### src/cbi_pkg.sv
// package: constants, carriers and ecc helpers for the config boot integrity block
package cbi_pkg;

  // ---------------------------------------------------------------
  // widths and codes
  // ---------------------------------------------------------------
  localparam int          DATA_W        = 32;
  localparam int          CHK_W         = 6;
  localparam int          CW_W          = DATA_W + CHK_W;
  localparam int          FA_W          = 16;
  localparam logic [6:0]  JTAG_BUS_ADDR = 7'h7e;
  localparam logic [37:0] ERASED_CW     = 38'h3f_ffff_ffff;

  // ---------------------------------------------------------------
  // timing: watchdog period in microseconds at 125 MHz
  // ---------------------------------------------------------------
  localparam int CLK_MHZ    = 125;
  localparam int WDT_US     = 1000;
  localparam int WDT_CYCLES = WDT_US * CLK_MHZ;

  // parameter limits, index 0..3 (plain defaults)
  localparam logic [31:0] PARAM_MIN [4] = '{32'h0000_0000, 32'h0000_0010,
                                             32'h0000_0000, 32'h0000_0001};
  localparam logic [31:0] PARAM_MAX [4] = '{32'h0000_0fff, 32'h0000_ffff,
                                             32'h0000_00ff, 32'h0000_0064};

  // ---------------------------------------------------------------
  // types
  // ---------------------------------------------------------------
  typedef enum logic [2:0] {S_START, S_FETCH, S_WAIT, S_ERASE, S_RUN, S_HALT} cbi_boot_t;
  typedef enum logic [3:0] {T_RESET, T_IDLE, T_SEL_DR, T_CAP_DR, T_SH_DR, T_EX1_DR,
                            T_PA_DR, T_EX2_DR, T_UP_DR, T_SEL_IR, T_CAP_IR, T_SH_IR,
                            T_EX1_IR, T_PA_IR, T_EX2_IR, T_UP_IR} cbi_tap_t;
  typedef enum logic [1:0] {OP_WRITE, OP_ERASE_ALL, OP_ERASE_LOG} cbi_op_t;

  typedef struct packed {logic valid; logic [FA_W-1:0] addr;} cbi_rd_req_t;
  typedef struct packed {logic valid; cbi_op_t op; logic [FA_W-1:0] addr;
                         logic [CW_W-1:0] cw;} cbi_fl_wr_t;
  typedef struct packed {logic valid; logic [FA_W-1:0] addr;
                         logic [DATA_W-1:0] data;} cbi_host_wr_t;
  typedef struct packed {logic valid; logic [1:0] index; logic [31:0] value;} cbi_param_t;
  typedef struct packed {logic boot_done; logic fw_bad; logic cfg_bad; logic log_erased;
                         logic flash_blank; logic jtag_en; logic log_en;} cbi_status_t;

  // ---------------------------------------------------------------
  // hamming code: check bits at power-of-two positions 1..32
  // ---------------------------------------------------------------
  function automatic logic [37:0] ecc_encode(input logic [31:0] d);
    logic [38:1] c;
    int          k;
    c = '0;
    k = 0;
    for (int p = 1; p <= 38; p++) begin
      if ((p & (p - 1)) != 0) begin
        c[p] = d[k];
        k++;
      end
    end
    for (int b = 0; b < 6; b++) begin
      for (int p = 1; p <= 38; p++) begin
        if (p[b] && (p != (1 << b))) c[1 << b] ^= c[p];
      end
    end
    return c;
  endfunction : ecc_encode

  // single-bit errors are corrected; double errors pass uncaught
  function automatic logic [31:0] ecc_decode(input logic [37:0] cw);
    logic [38:1] c;
    logic [5:0]  s;
    logic [31:0] d;
    int          k;
    c = cw;
    s = '0;
    d = '0;
    k = 0;
    for (int p = 1; p <= 38; p++) begin
      if (c[p]) s ^= p[5:0];
    end
    if (s != 6'h00 && s <= 6'h26) c[s] = ~c[s];
    for (int p = 1; p <= 38; p++) begin
      if ((p & (p - 1)) != 0) begin
        d[k] = c[p];
        k++;
      end
    end
    return d;
  endfunction : ecc_decode

  function automatic logic param_in_range(input logic [1:0] i, input logic [31:0] v);
    return (v >= PARAM_MIN[i]) && (v <= PARAM_MAX[i]);
  endfunction : param_in_range

endpackage : cbi_pkg

### src/cbi_boot_ctrl.sv
// boot integrity checker, flash ecc path, watchdog and jtag pin gating
`timescale 1ns/1ps

module cbi_boot_ctrl #(
  parameter int FW_BASE    = 16'h0000,
  parameter int FW_LEN     = 16,
  parameter int CFG_BASE   = 16'h0100,
  parameter int CFG_LEN    = 16,
  parameter int LOG_BASE   = 16'h0200,
  parameter int LOG_LEN    = 8,
  parameter int WDT_CYCLES = cbi_pkg::WDT_CYCLES,
  parameter int FPW_N      = 8
) (
  // clock and reset
  input  wire logic                 clk_in,
  input  wire logic                 sys_rst_in,
  // address detect and firmware handshakes
  input  wire logic [6:0]           bus_addr_in,
  input  wire logic                 wdt_kick_in,
  input  wire logic                 alert_clr_in,
  output logic                      wdt_rst_out,
  output logic                      bus_alert_out,
  output logic                      fw_run_out,
  output logic                      use_default_cfg_out,
  output cbi_pkg::cbi_status_t      status_out,
  // data flash
  output cbi_pkg::cbi_rd_req_t      fl_rd_out,
  input  wire logic [37:0]          fl_rd_data_in,
  input  wire logic                 fl_rd_valid_in,
  output cbi_pkg::cbi_fl_wr_t       fl_wr_out,
  // host side flash access and parameters
  input  wire logic                 wp_disable_in,
  input  wire logic                 host_erase_in,
  input  wire cbi_pkg::cbi_host_wr_t host_wr_in,
  input  wire cbi_pkg::cbi_rd_req_t host_rd_in,
  output logic [31:0]               host_rd_data_out,
  output logic                      host_rd_valid_out,
  input  wire cbi_pkg::cbi_param_t  param_in,
  output logic                      param_ok_out,
  output logic                      param_err_out,
  // shared jtag/gpio pins: 0 tck, 1 tms, 2 tdi, 3 tdo
  input  wire logic [3:0]           gpio_o_in,
  input  wire logic [3:0]           gpio_oe_in,
  input  wire logic [3:0]           pin_i_in,
  input  wire logic                 tdo_in,
  output logic [3:0]                pin_o_out,
  output logic [3:0]                pin_oe_out,
  output logic [3:0]                gpio_i_out,
  output cbi_pkg::cbi_tap_t         tap_state_out,
  output logic                      tap_tdi_out,
  // fast pulse-width outputs
  input  wire logic [FPW_N-1:0]     fpw_in,
  output logic [FPW_N-1:0]          fast_pulse_width_pins_out
);

  // ---------------------------------------------------------------
  // boot walk: firmware, config, log regions; last word holds sum
  // ---------------------------------------------------------------
  cbi_pkg::cbi_boot_t state_q;
  logic [1:0]  region_q;
  logic [15:0] ptr_q;
  logic [31:0] sum_q;
  logic [6:0]  addr_q;
  logic        fw_bad_q, cfg_bad_q, log_er_q, blank_q, jtag_q, log_en_q, done_q;
  logic        rd_host_q;
  logic [31:0] wdt_q;

  function automatic logic [15:0] reg_last(input logic [1:0] r);
    if (r == 2'd0) return 16'(FW_BASE + FW_LEN - 1);
    else if (r == 2'd1) return 16'(CFG_BASE + CFG_LEN - 1);
    else return 16'(LOG_BASE + LOG_LEN - 1);
  endfunction : reg_last

  wire [31:0] rd_word  = cbi_pkg::ecc_decode(fl_rd_data_in);
  wire        at_last  = (ptr_q == reg_last(region_q));
  wire        sum_bad  = (rd_word != sum_q);
  wire        got_word = fl_rd_valid_in && (state_q == cbi_pkg::S_WAIT);
  wire        chk_done = got_word && at_last;
  wire        cfg_fail = chk_done && (region_q == 2'd1) && sum_bad;
  wire        serving  = (state_q == cbi_pkg::S_RUN) || (state_q == cbi_pkg::S_HALT);
  wire        wr_ok    = serving && wp_disable_in;
  wire        erasing  = (state_q == cbi_pkg::S_ERASE);
  wire        in_run   = (state_q == cbi_pkg::S_RUN);
  wire        host_wr  = wr_ok && host_wr_in.valid && !host_erase_in;
  wire        blank_nx = blank_q && (fl_rd_data_in == cbi_pkg::ERASED_CW);
  wire        jtag_nx  = blank_nx || (addr_q == cbi_pkg::JTAG_BUS_ADDR);

  // boot state machine; host reads are only taken once boot has ended
  always_ff @(posedge clk_in) begin
    if (sys_rst_in) begin
      state_q <= cbi_pkg::S_START;
      region_q <= 2'd0;
      ptr_q <= 16'h0000;
      sum_q <= 32'h0000_0000;
    end else begin
      case (state_q)
        cbi_pkg::S_START: begin
          ptr_q <= 16'(FW_BASE);
          state_q <= cbi_pkg::S_FETCH;
        end
        cbi_pkg::S_FETCH: state_q <= cbi_pkg::S_WAIT;
        cbi_pkg::S_WAIT: begin
          if (fl_rd_valid_in && !at_last) begin
            sum_q <= sum_q + rd_word;
            ptr_q <= ptr_q + 16'h0001;
            state_q <= cbi_pkg::S_FETCH;
          end else if (fl_rd_valid_in) begin
            sum_q <= 32'h0000_0000;
            region_q <= region_q + 2'd1;
            ptr_q <= (region_q == 2'd0) ? 16'(CFG_BASE) : 16'(LOG_BASE);
            case (region_q)
              2'd0: state_q <= sum_bad ? cbi_pkg::S_HALT : cbi_pkg::S_FETCH;
              2'd1: state_q <= cbi_pkg::S_FETCH;
              default: state_q <= sum_bad ? cbi_pkg::S_ERASE : cbi_pkg::S_RUN;
            endcase
          end
        end
        cbi_pkg::S_ERASE: state_q <= cbi_pkg::S_RUN;
        default: state_q <= state_q;
      endcase
    end
  end

  // check results; jtag stays off until the config walk has decided
  always_ff @(posedge clk_in) begin
    if (sys_rst_in) begin
      fw_bad_q <= 1'b0;
      cfg_bad_q <= 1'b0;
      log_er_q <= 1'b0;
      blank_q <= 1'b1;
      jtag_q <= 1'b0;
      done_q <= 1'b0;
      fw_run_out <= 1'b0;
      addr_q <= 7'h00;
    end else begin
      if (state_q == cbi_pkg::S_START) addr_q <= bus_addr_in;        // caught after release
      if (got_word && region_q == 2'd1) blank_q <= blank_nx;
      if (chk_done && region_q == 2'd0) fw_bad_q <= sum_bad;
      if (chk_done && region_q == 2'd1) cfg_bad_q <= sum_bad;
      if (chk_done && region_q == 2'd1) jtag_q <= jtag_nx;
      if (state_q == cbi_pkg::S_ERASE) log_er_q <= 1'b1;
      done_q <= serving;
      fw_run_out <= done_q && !fw_bad_q;
    end
  end

  // alert is sticky; a new failure beats a clear in the same cycle
  always_ff @(posedge clk_in) begin
    if (sys_rst_in) bus_alert_out <= 1'b0;
    else bus_alert_out <= cfg_fail || (bus_alert_out && !alert_clr_in);
  end

  // fault logging off after any image write until the next reset
  always_ff @(posedge clk_in) begin
    if (sys_rst_in) log_en_q <= 1'b1;
    else if (host_wr) log_en_q <= 1'b0;
  end

  // ---------------------------------------------------------------
  // flash ports: reads corrected, writes encoded
  // ---------------------------------------------------------------
  always_ff @(posedge clk_in) begin
    if (sys_rst_in) begin
      fl_rd_out <= '0;
      fl_wr_out <= '0;
      rd_host_q <= 1'b0;
      host_rd_valid_out <= 1'b0;
      host_rd_data_out <= 32'h0000_0000;
    end else begin
      fl_rd_out.valid <= (state_q == cbi_pkg::S_FETCH) || (serving && host_rd_in.valid);
      fl_rd_out.addr <= serving ? host_rd_in.addr : ptr_q;
      // held until the flash answers, whatever its latency
      rd_host_q <= (serving && host_rd_in.valid) || (rd_host_q && !fl_rd_valid_in);
      host_rd_valid_out <= rd_host_q && fl_rd_valid_in;
      if (rd_host_q && fl_rd_valid_in) host_rd_data_out <= rd_word;
      fl_wr_out.valid <= erasing || (wr_ok && (host_erase_in || host_wr_in.valid));
      fl_wr_out.addr <= erasing ? 16'(LOG_BASE) : host_wr_in.addr;
      if (erasing) fl_wr_out.op <= cbi_pkg::OP_ERASE_LOG;
      else if (host_erase_in) fl_wr_out.op <= cbi_pkg::OP_ERASE_ALL;
      else fl_wr_out.op <= cbi_pkg::OP_WRITE;
      fl_wr_out.cw <= cbi_pkg::ecc_encode(host_wr_in.data);
    end
  end

  // ---------------------------------------------------------------
  // parameter range check and watchdog
  // ---------------------------------------------------------------
  wire par_in_rng = cbi_pkg::param_in_range(param_in.index, param_in.value);
  wire wdt_end    = (wdt_q == 32'(WDT_CYCLES - 1));

  always_ff @(posedge clk_in) begin
    if (sys_rst_in) begin
      param_ok_out <= 1'b0;
      param_err_out <= 1'b0;
      wdt_q <= 32'h0000_0000;
      wdt_rst_out <= 1'b0;
    end else begin
      param_ok_out <= param_in.valid && par_in_rng;
      param_err_out <= param_in.valid && !par_in_rng;
      wdt_q <= (!in_run || wdt_kick_in || wdt_end) ? 32'h0000_0000 : wdt_q + 32'h1;
      wdt_rst_out <= in_run && !wdt_kick_in && wdt_end;
    end
  end

  // ---------------------------------------------------------------
  // pins: two-flop input sync, tap tracker, gated outputs
  // ---------------------------------------------------------------
  logic [3:0] pin_s1_q, pin_s2_q;
  logic       tck_prev_q;
  cbi_pkg::cbi_tap_t tap_nx;
  wire        tck_rise = pin_s2_q[0] && !tck_prev_q;
  wire        tms      = pin_s2_q[1];
  wire        shifting = (tap_state_out == cbi_pkg::T_SH_DR) ||
                         (tap_state_out == cbi_pkg::T_SH_IR);

  // tap walk only; no scan cells stand behind it
  always_comb begin
    case (tap_state_out)
      cbi_pkg::T_RESET:  tap_nx = tms ? cbi_pkg::T_RESET  : cbi_pkg::T_IDLE;
      cbi_pkg::T_IDLE:   tap_nx = tms ? cbi_pkg::T_SEL_DR : cbi_pkg::T_IDLE;
      cbi_pkg::T_SEL_DR: tap_nx = tms ? cbi_pkg::T_SEL_IR : cbi_pkg::T_CAP_DR;
      cbi_pkg::T_CAP_DR: tap_nx = tms ? cbi_pkg::T_EX1_DR : cbi_pkg::T_SH_DR;
      cbi_pkg::T_SH_DR:  tap_nx = tms ? cbi_pkg::T_EX1_DR : cbi_pkg::T_SH_DR;
      cbi_pkg::T_EX1_DR: tap_nx = tms ? cbi_pkg::T_UP_DR  : cbi_pkg::T_PA_DR;
      cbi_pkg::T_PA_DR:  tap_nx = tms ? cbi_pkg::T_EX2_DR : cbi_pkg::T_PA_DR;
      cbi_pkg::T_EX2_DR: tap_nx = tms ? cbi_pkg::T_UP_DR  : cbi_pkg::T_SH_DR;
      cbi_pkg::T_SEL_IR: tap_nx = tms ? cbi_pkg::T_RESET  : cbi_pkg::T_CAP_IR;
      cbi_pkg::T_CAP_IR: tap_nx = tms ? cbi_pkg::T_EX1_IR : cbi_pkg::T_SH_IR;
      cbi_pkg::T_SH_IR:  tap_nx = tms ? cbi_pkg::T_EX1_IR : cbi_pkg::T_SH_IR;
      cbi_pkg::T_EX1_IR: tap_nx = tms ? cbi_pkg::T_UP_IR  : cbi_pkg::T_PA_IR;
      cbi_pkg::T_PA_IR:  tap_nx = tms ? cbi_pkg::T_EX2_IR : cbi_pkg::T_PA_IR;
      cbi_pkg::T_EX2_IR: tap_nx = tms ? cbi_pkg::T_UP_IR  : cbi_pkg::T_SH_IR;
      default:           tap_nx = tms ? cbi_pkg::T_SEL_DR : cbi_pkg::T_IDLE;
    endcase
  end

  // outputs stay released until boot ends, not only during reset
  always_ff @(posedge clk_in) begin
    if (sys_rst_in) begin
      pin_s1_q <= 4'h0;
      pin_s2_q <= 4'h0;
      tck_prev_q <= 1'b0;
      tap_state_out <= cbi_pkg::T_RESET;
      tap_tdi_out <= 1'b0;
      gpio_i_out <= 4'h0;
      pin_o_out <= 4'h0;
      pin_oe_out <= 4'h0;
      fast_pulse_width_pins_out <= '0;
    end else begin
      pin_s1_q <= pin_i_in;
      pin_s2_q <= pin_s1_q;
      tck_prev_q <= pin_s2_q[0];
      if (jtag_q && tck_rise) tap_state_out <= tap_nx;
      if (jtag_q && tck_rise) tap_tdi_out <= pin_s2_q[2];
      gpio_i_out <= jtag_q ? 4'h0 : pin_s2_q;
      pin_o_out <= jtag_q ? {tdo_in, 3'b000} : gpio_o_in;
      pin_oe_out <= !done_q ? 4'h0 : jtag_q ? {shifting, 3'b000} : gpio_oe_in;
      fast_pulse_width_pins_out <= done_q && !fw_bad_q ? fpw_in : '0;
    end
  end

  // status and default-config outputs
  assign use_default_cfg_out = cfg_bad_q;
  assign status_out = '{boot_done: done_q, fw_bad: fw_bad_q, cfg_bad: cfg_bad_q,
                        log_erased: log_er_q, flash_blank: blank_q, jtag_en: jtag_q,
                        log_en: log_en_q};
endmodule : cbi_boot_ctrl

### config.mk
export PLATFORM = sky130hd
export DESIGN_NAME = cbi_boot_ctrl
export DESIGN_NICKNAME = d
export VERILOG_FILES = /design/src/cbi_pkg.sv /design/src/cbi_boot_ctrl.sv
export SDC_FILE = /design/constraint.sdc
export NUM_CORES = 1
export LEC_CHECK = 0
export BUFFER_PORTS_ARGS = -buffer_cell sky130_fd_sc_hd__buf_2
export CELL_PAD_IN_SITES_DETAIL_PLACEMENT = 2
export CELL_PAD_IN_SITES_GLOBAL_PLACEMENT = 2
export CORE_MARGIN = 2
export CORE_UTILIZATION = 32
export CTS_CLUSTER_SIZE = 10
export DETAILED_ROUTE_END_ITERATION = 10
export GPL_TIMING_DRIVEN = 0
export PLACE_DENSITY_LB_ADDON = 0.1
export SETUP_SLACK_MARGIN = 0.3
export SYNTH_ARGS = -nofsm -noshare
export SYNTH_HDL_FRONTEND = slang
export SYNTH_SLANG_ARGS = --single-unit
### constraint.sdc
create_clock -name clk_in -period 8.4 [get_ports clk_in]
set_clock_uncertainty 0.05 [all_clocks]
set_input_delay 1.68 -clock clk_in [delete_from_list [all_inputs] [get_ports clk_in]]
set_output_delay 1.68 -clock clk_in [all_outputs]
set_load 0.05 [all_outputs]
==> metrics.txt <==
vias in the first global route=about 13000; CP Depth=25; RR Startpoint=sum_q[0]; switching pwr=around 1.3 mW; initial core utilization=0.323; CP delay by family, top=compound AO/OA/AOI/OAI gates; Ys Warns=0; Critical path destination=sum_q[30]; Critical Path End Type=flop; total iterations of the first detailed-routing run=4; Max Slew Vio Count=0; Max Clk Rate=132 MHz; required time of the critical path=8.80 ns; fin crit period=about 7.6 ns; CTS tree=built; # setup viols final=0; Critical Path Slowest Stage Cell=mux4_2; core region area=0.0406 mm^2; CTS Buf Count=30; I/O Pins=319; critical path class=in2reg; hold path cells=1; worst skew pair latency=0.59 ns; post-synthesis sequential area ratio=0.376; commonest cells in the netlist=dfxtp_1, nor2_1, nand2_1, xnor2_1, a21oi_1; Port-buffer cells=317; root buffer selected by CTS=clkbuf_16; Top FF cell, synth=dfxtp_1; GR Overflow Total=0; most common cell in the netlist=dfxtp_1; slowest stage delay, CP=roughly 0.6 ns; first-pass GRT wire length=between 70000 and 80000 um; Placer Congestion=0.816; Post-CTS Resized=0; peak supply drop=approximately 0.14 mV; Mapped Cells=1502; initial antenna violation count=0; clock sinks=246; switch share=0.356; synthesized area=0.0131 mm^2; Sequential Power Share=0.332; Routed WL=49400 um; Syn-to-layout area delta=24.2%; CP Launch Type=primary input; Least-Margin Pin Slew=0.893 ns; Placement Cell Area=around 0.015 mm^2; Post-CTS Repair Setup Buffers=0; H-tree lvl count=1; Vert. Die Dim=slightly above 200 um; design internal power=2.39 mW; hold buffer count at cts=0; # fillers=4657; final worst-path cycle share=0.901; Synth area leader=dfxtp_1; multi-input combinational cell area=0.00779 mm^2; Clock Tree Buf Depth=3; Synth Area per Inst=8.73 um^2; total number of vias=approximately 12000; CP Data Arrival Time=7.97 ns; Rows=74; reg2reg setup slack=4.96 ns; Clock Power Share=0.332; pwr dens=228 mW/mm^2; Post-DP HPWL=39300 um; final antenna-violating net count=0; Clock Pin Slew Worst Setup and Hold Paths=0.06 ns; combinational share of power=0.336; syn_nets=1744; Synth top area share=0.376; R2R cell count=14; via/cell ratio=slightly above 5; Post-synth ARST share=0; Post-synth EDFFs=0; outcome=finished clean; Total GRT Usage=0.228; Worst slew margin=0.400; Hold Fails Final Rpt=0; crit path launch=fl_rd_data_in[29]; Setup WS post-layout=0.828 ns; DR DRC count=0; Seq cells post-synth=246; critical path peak fanout=10; DR iter-0 viols=between 300 and 400; Layout Nets=2094; pre-CTS WS=-0.215 ns; max-cap violations=0; synth unique cells=70; routed len/inst=20.6 um; die width=roughly 210 um; Util after Layout=0.401; FF/Latch Area=0.00492 mm^2; Leak Pwr=6.94 nW; die area=roughly 0.043 mm^2; WP buf/inv=2; pin count of the biggest net entering global routing=17; Final Cell Area=roughly 0.016 mm^2; ranking of synthesized cells by area=dfxtp_1, xnor2_1, ha_1; layout cells sized above 1=0.218; reg-to-reg endpoint=sum_q[30]; RSZ-0062 raised after global routing=no; HP Class=reg2reg
==> logic make-up after synthesis <==
| logic type | synth area share |
|---|---|
| buffers and inverters | 0.0305 |
| XOR/XNOR | 0.137 |
| multiplexers | 0.0513 |
| adder cells (fa/ha/maj) | 0.0662 |
| AO/OA/AOI/OAI | 0.115 |
| flip-flops | 0.376 |
| AND/OR/NAND/NOR | 0.224 |
==> worst reg2reg max path, delay by kind of cell, from the launching register on <==
kind	cells	cell delay, ns
compound gates	9	1.64
fa+ha+maj	2	0.62
flops	1	0.31
simple gates	3	0.67
==> sequential cells by signal, summed over array words and instances, names as in the netlist, 7 cells and up <==
| register | count |
|---|---|
| addr_q | 7 |
| fast_pulse_width_pins_out | 8 |
| fl_rd_out | 17 |
| fl_wr_out | 57 |
| host_rd_data_out | 32 |
| ptr_q | 16 |
| sum_q | 32 |
| wdt_q | 32 |
==> final cells by class <==
cell class | instances | area share
Clock inverter | 5 | 0.00615
Antenna cell | 1 | 0.000154
Multi-Input combinational cell | 1159 | 0.479
Tap cell | 532 | 0.0409
Timing Repair Buffer | 318 | 0.0978
Buffer | 70 | 0.0186
Inverter | 27 | 0.00623
Sequential cell | 246 | 0.302
Clock buffer | 38 | 0.0492
==> worst min-delay path by stage <==
stage | to | slack [ns] | startpoint
2_1_floorplan | gpio_i_out[3] | 0.36 | pin_s2_q[3]
3_3_place_gp | gpio_i_out[3] | 0.36 | pin_s2_q[3]
3_5_place_dp | gpio_i_out[3] | 0.37 | pin_s2_q[3]
4_1_cts | gpio_i_out[3] | 0.38 | pin_s2_q[3]
5_1_grt | gpio_i_out[3] | 0.40 | pin_s2_q[3]
6_report | gpio_i_out[3] | 0.38 | pin_s2_q[3]
==> cells in the final DEF, fill, tap and decap left out, types with 6 or more instances in the layout <==
master,count
a21o_1,16
nor2b_1,54
dfxtp_1,246
a21oi_1,86
buf_2,320
xor2_1,57
buf_4,7
nor4_1,22
nand4_1,27
nor2_1,188
o211ai_1,6
and2_1,36
and3_1,22
clkbuf_1,61
a31oi_1,8
xnor2_1,118
mux2_2,18
nor3_1,24
nand3_1,41
ha_1,67
mux2i_1,38
clkbuf_16,30
nand2b_1,23
a22oi_1,27
a211oi_1,14
o21ai_0,39
and4_1,6
a311oi_1,7
nand2_1,144
inv_1,27
==> power groups by stage <==
stage / combinational (mW) / clock (mW) / sequential (mW)
floorplan: 0.779 / 0 / 1.37
finish: 1.25 / 1.24 / 1.23
global route: 1.35 / 1.33 / 1.24
detailed placement: 1.25 / 0 / 1.26
CTS: 1.25 / 1.28 / 1.23
global placement: 1.22 / 0 / 1.26
==> through the flow <==
step	cells	power [mW]	hold WS (ns)	TNS, ns
after detailed placement	2352	2.50	0.371	-0.388
after CTS	2395	3.76	0.384	0
after global routing	2395	3.92	0.400	0
final	2396	3.72	0.380	0
after floorplan	1502	2.15	0.356	0
after global placement	2351	2.47	0.363	-0.302
==> per-layer routing <==
metal	GRT usage	wire, um	up-vias
met3	0.0278	1860	41
met4	0.0462	702	0
met2	0.404	24800	209
li1	-	-	5854
met1	0.295	22000	6033
met5	0	0	-
No activity file was read; power rests on OpenSTA's default activity.
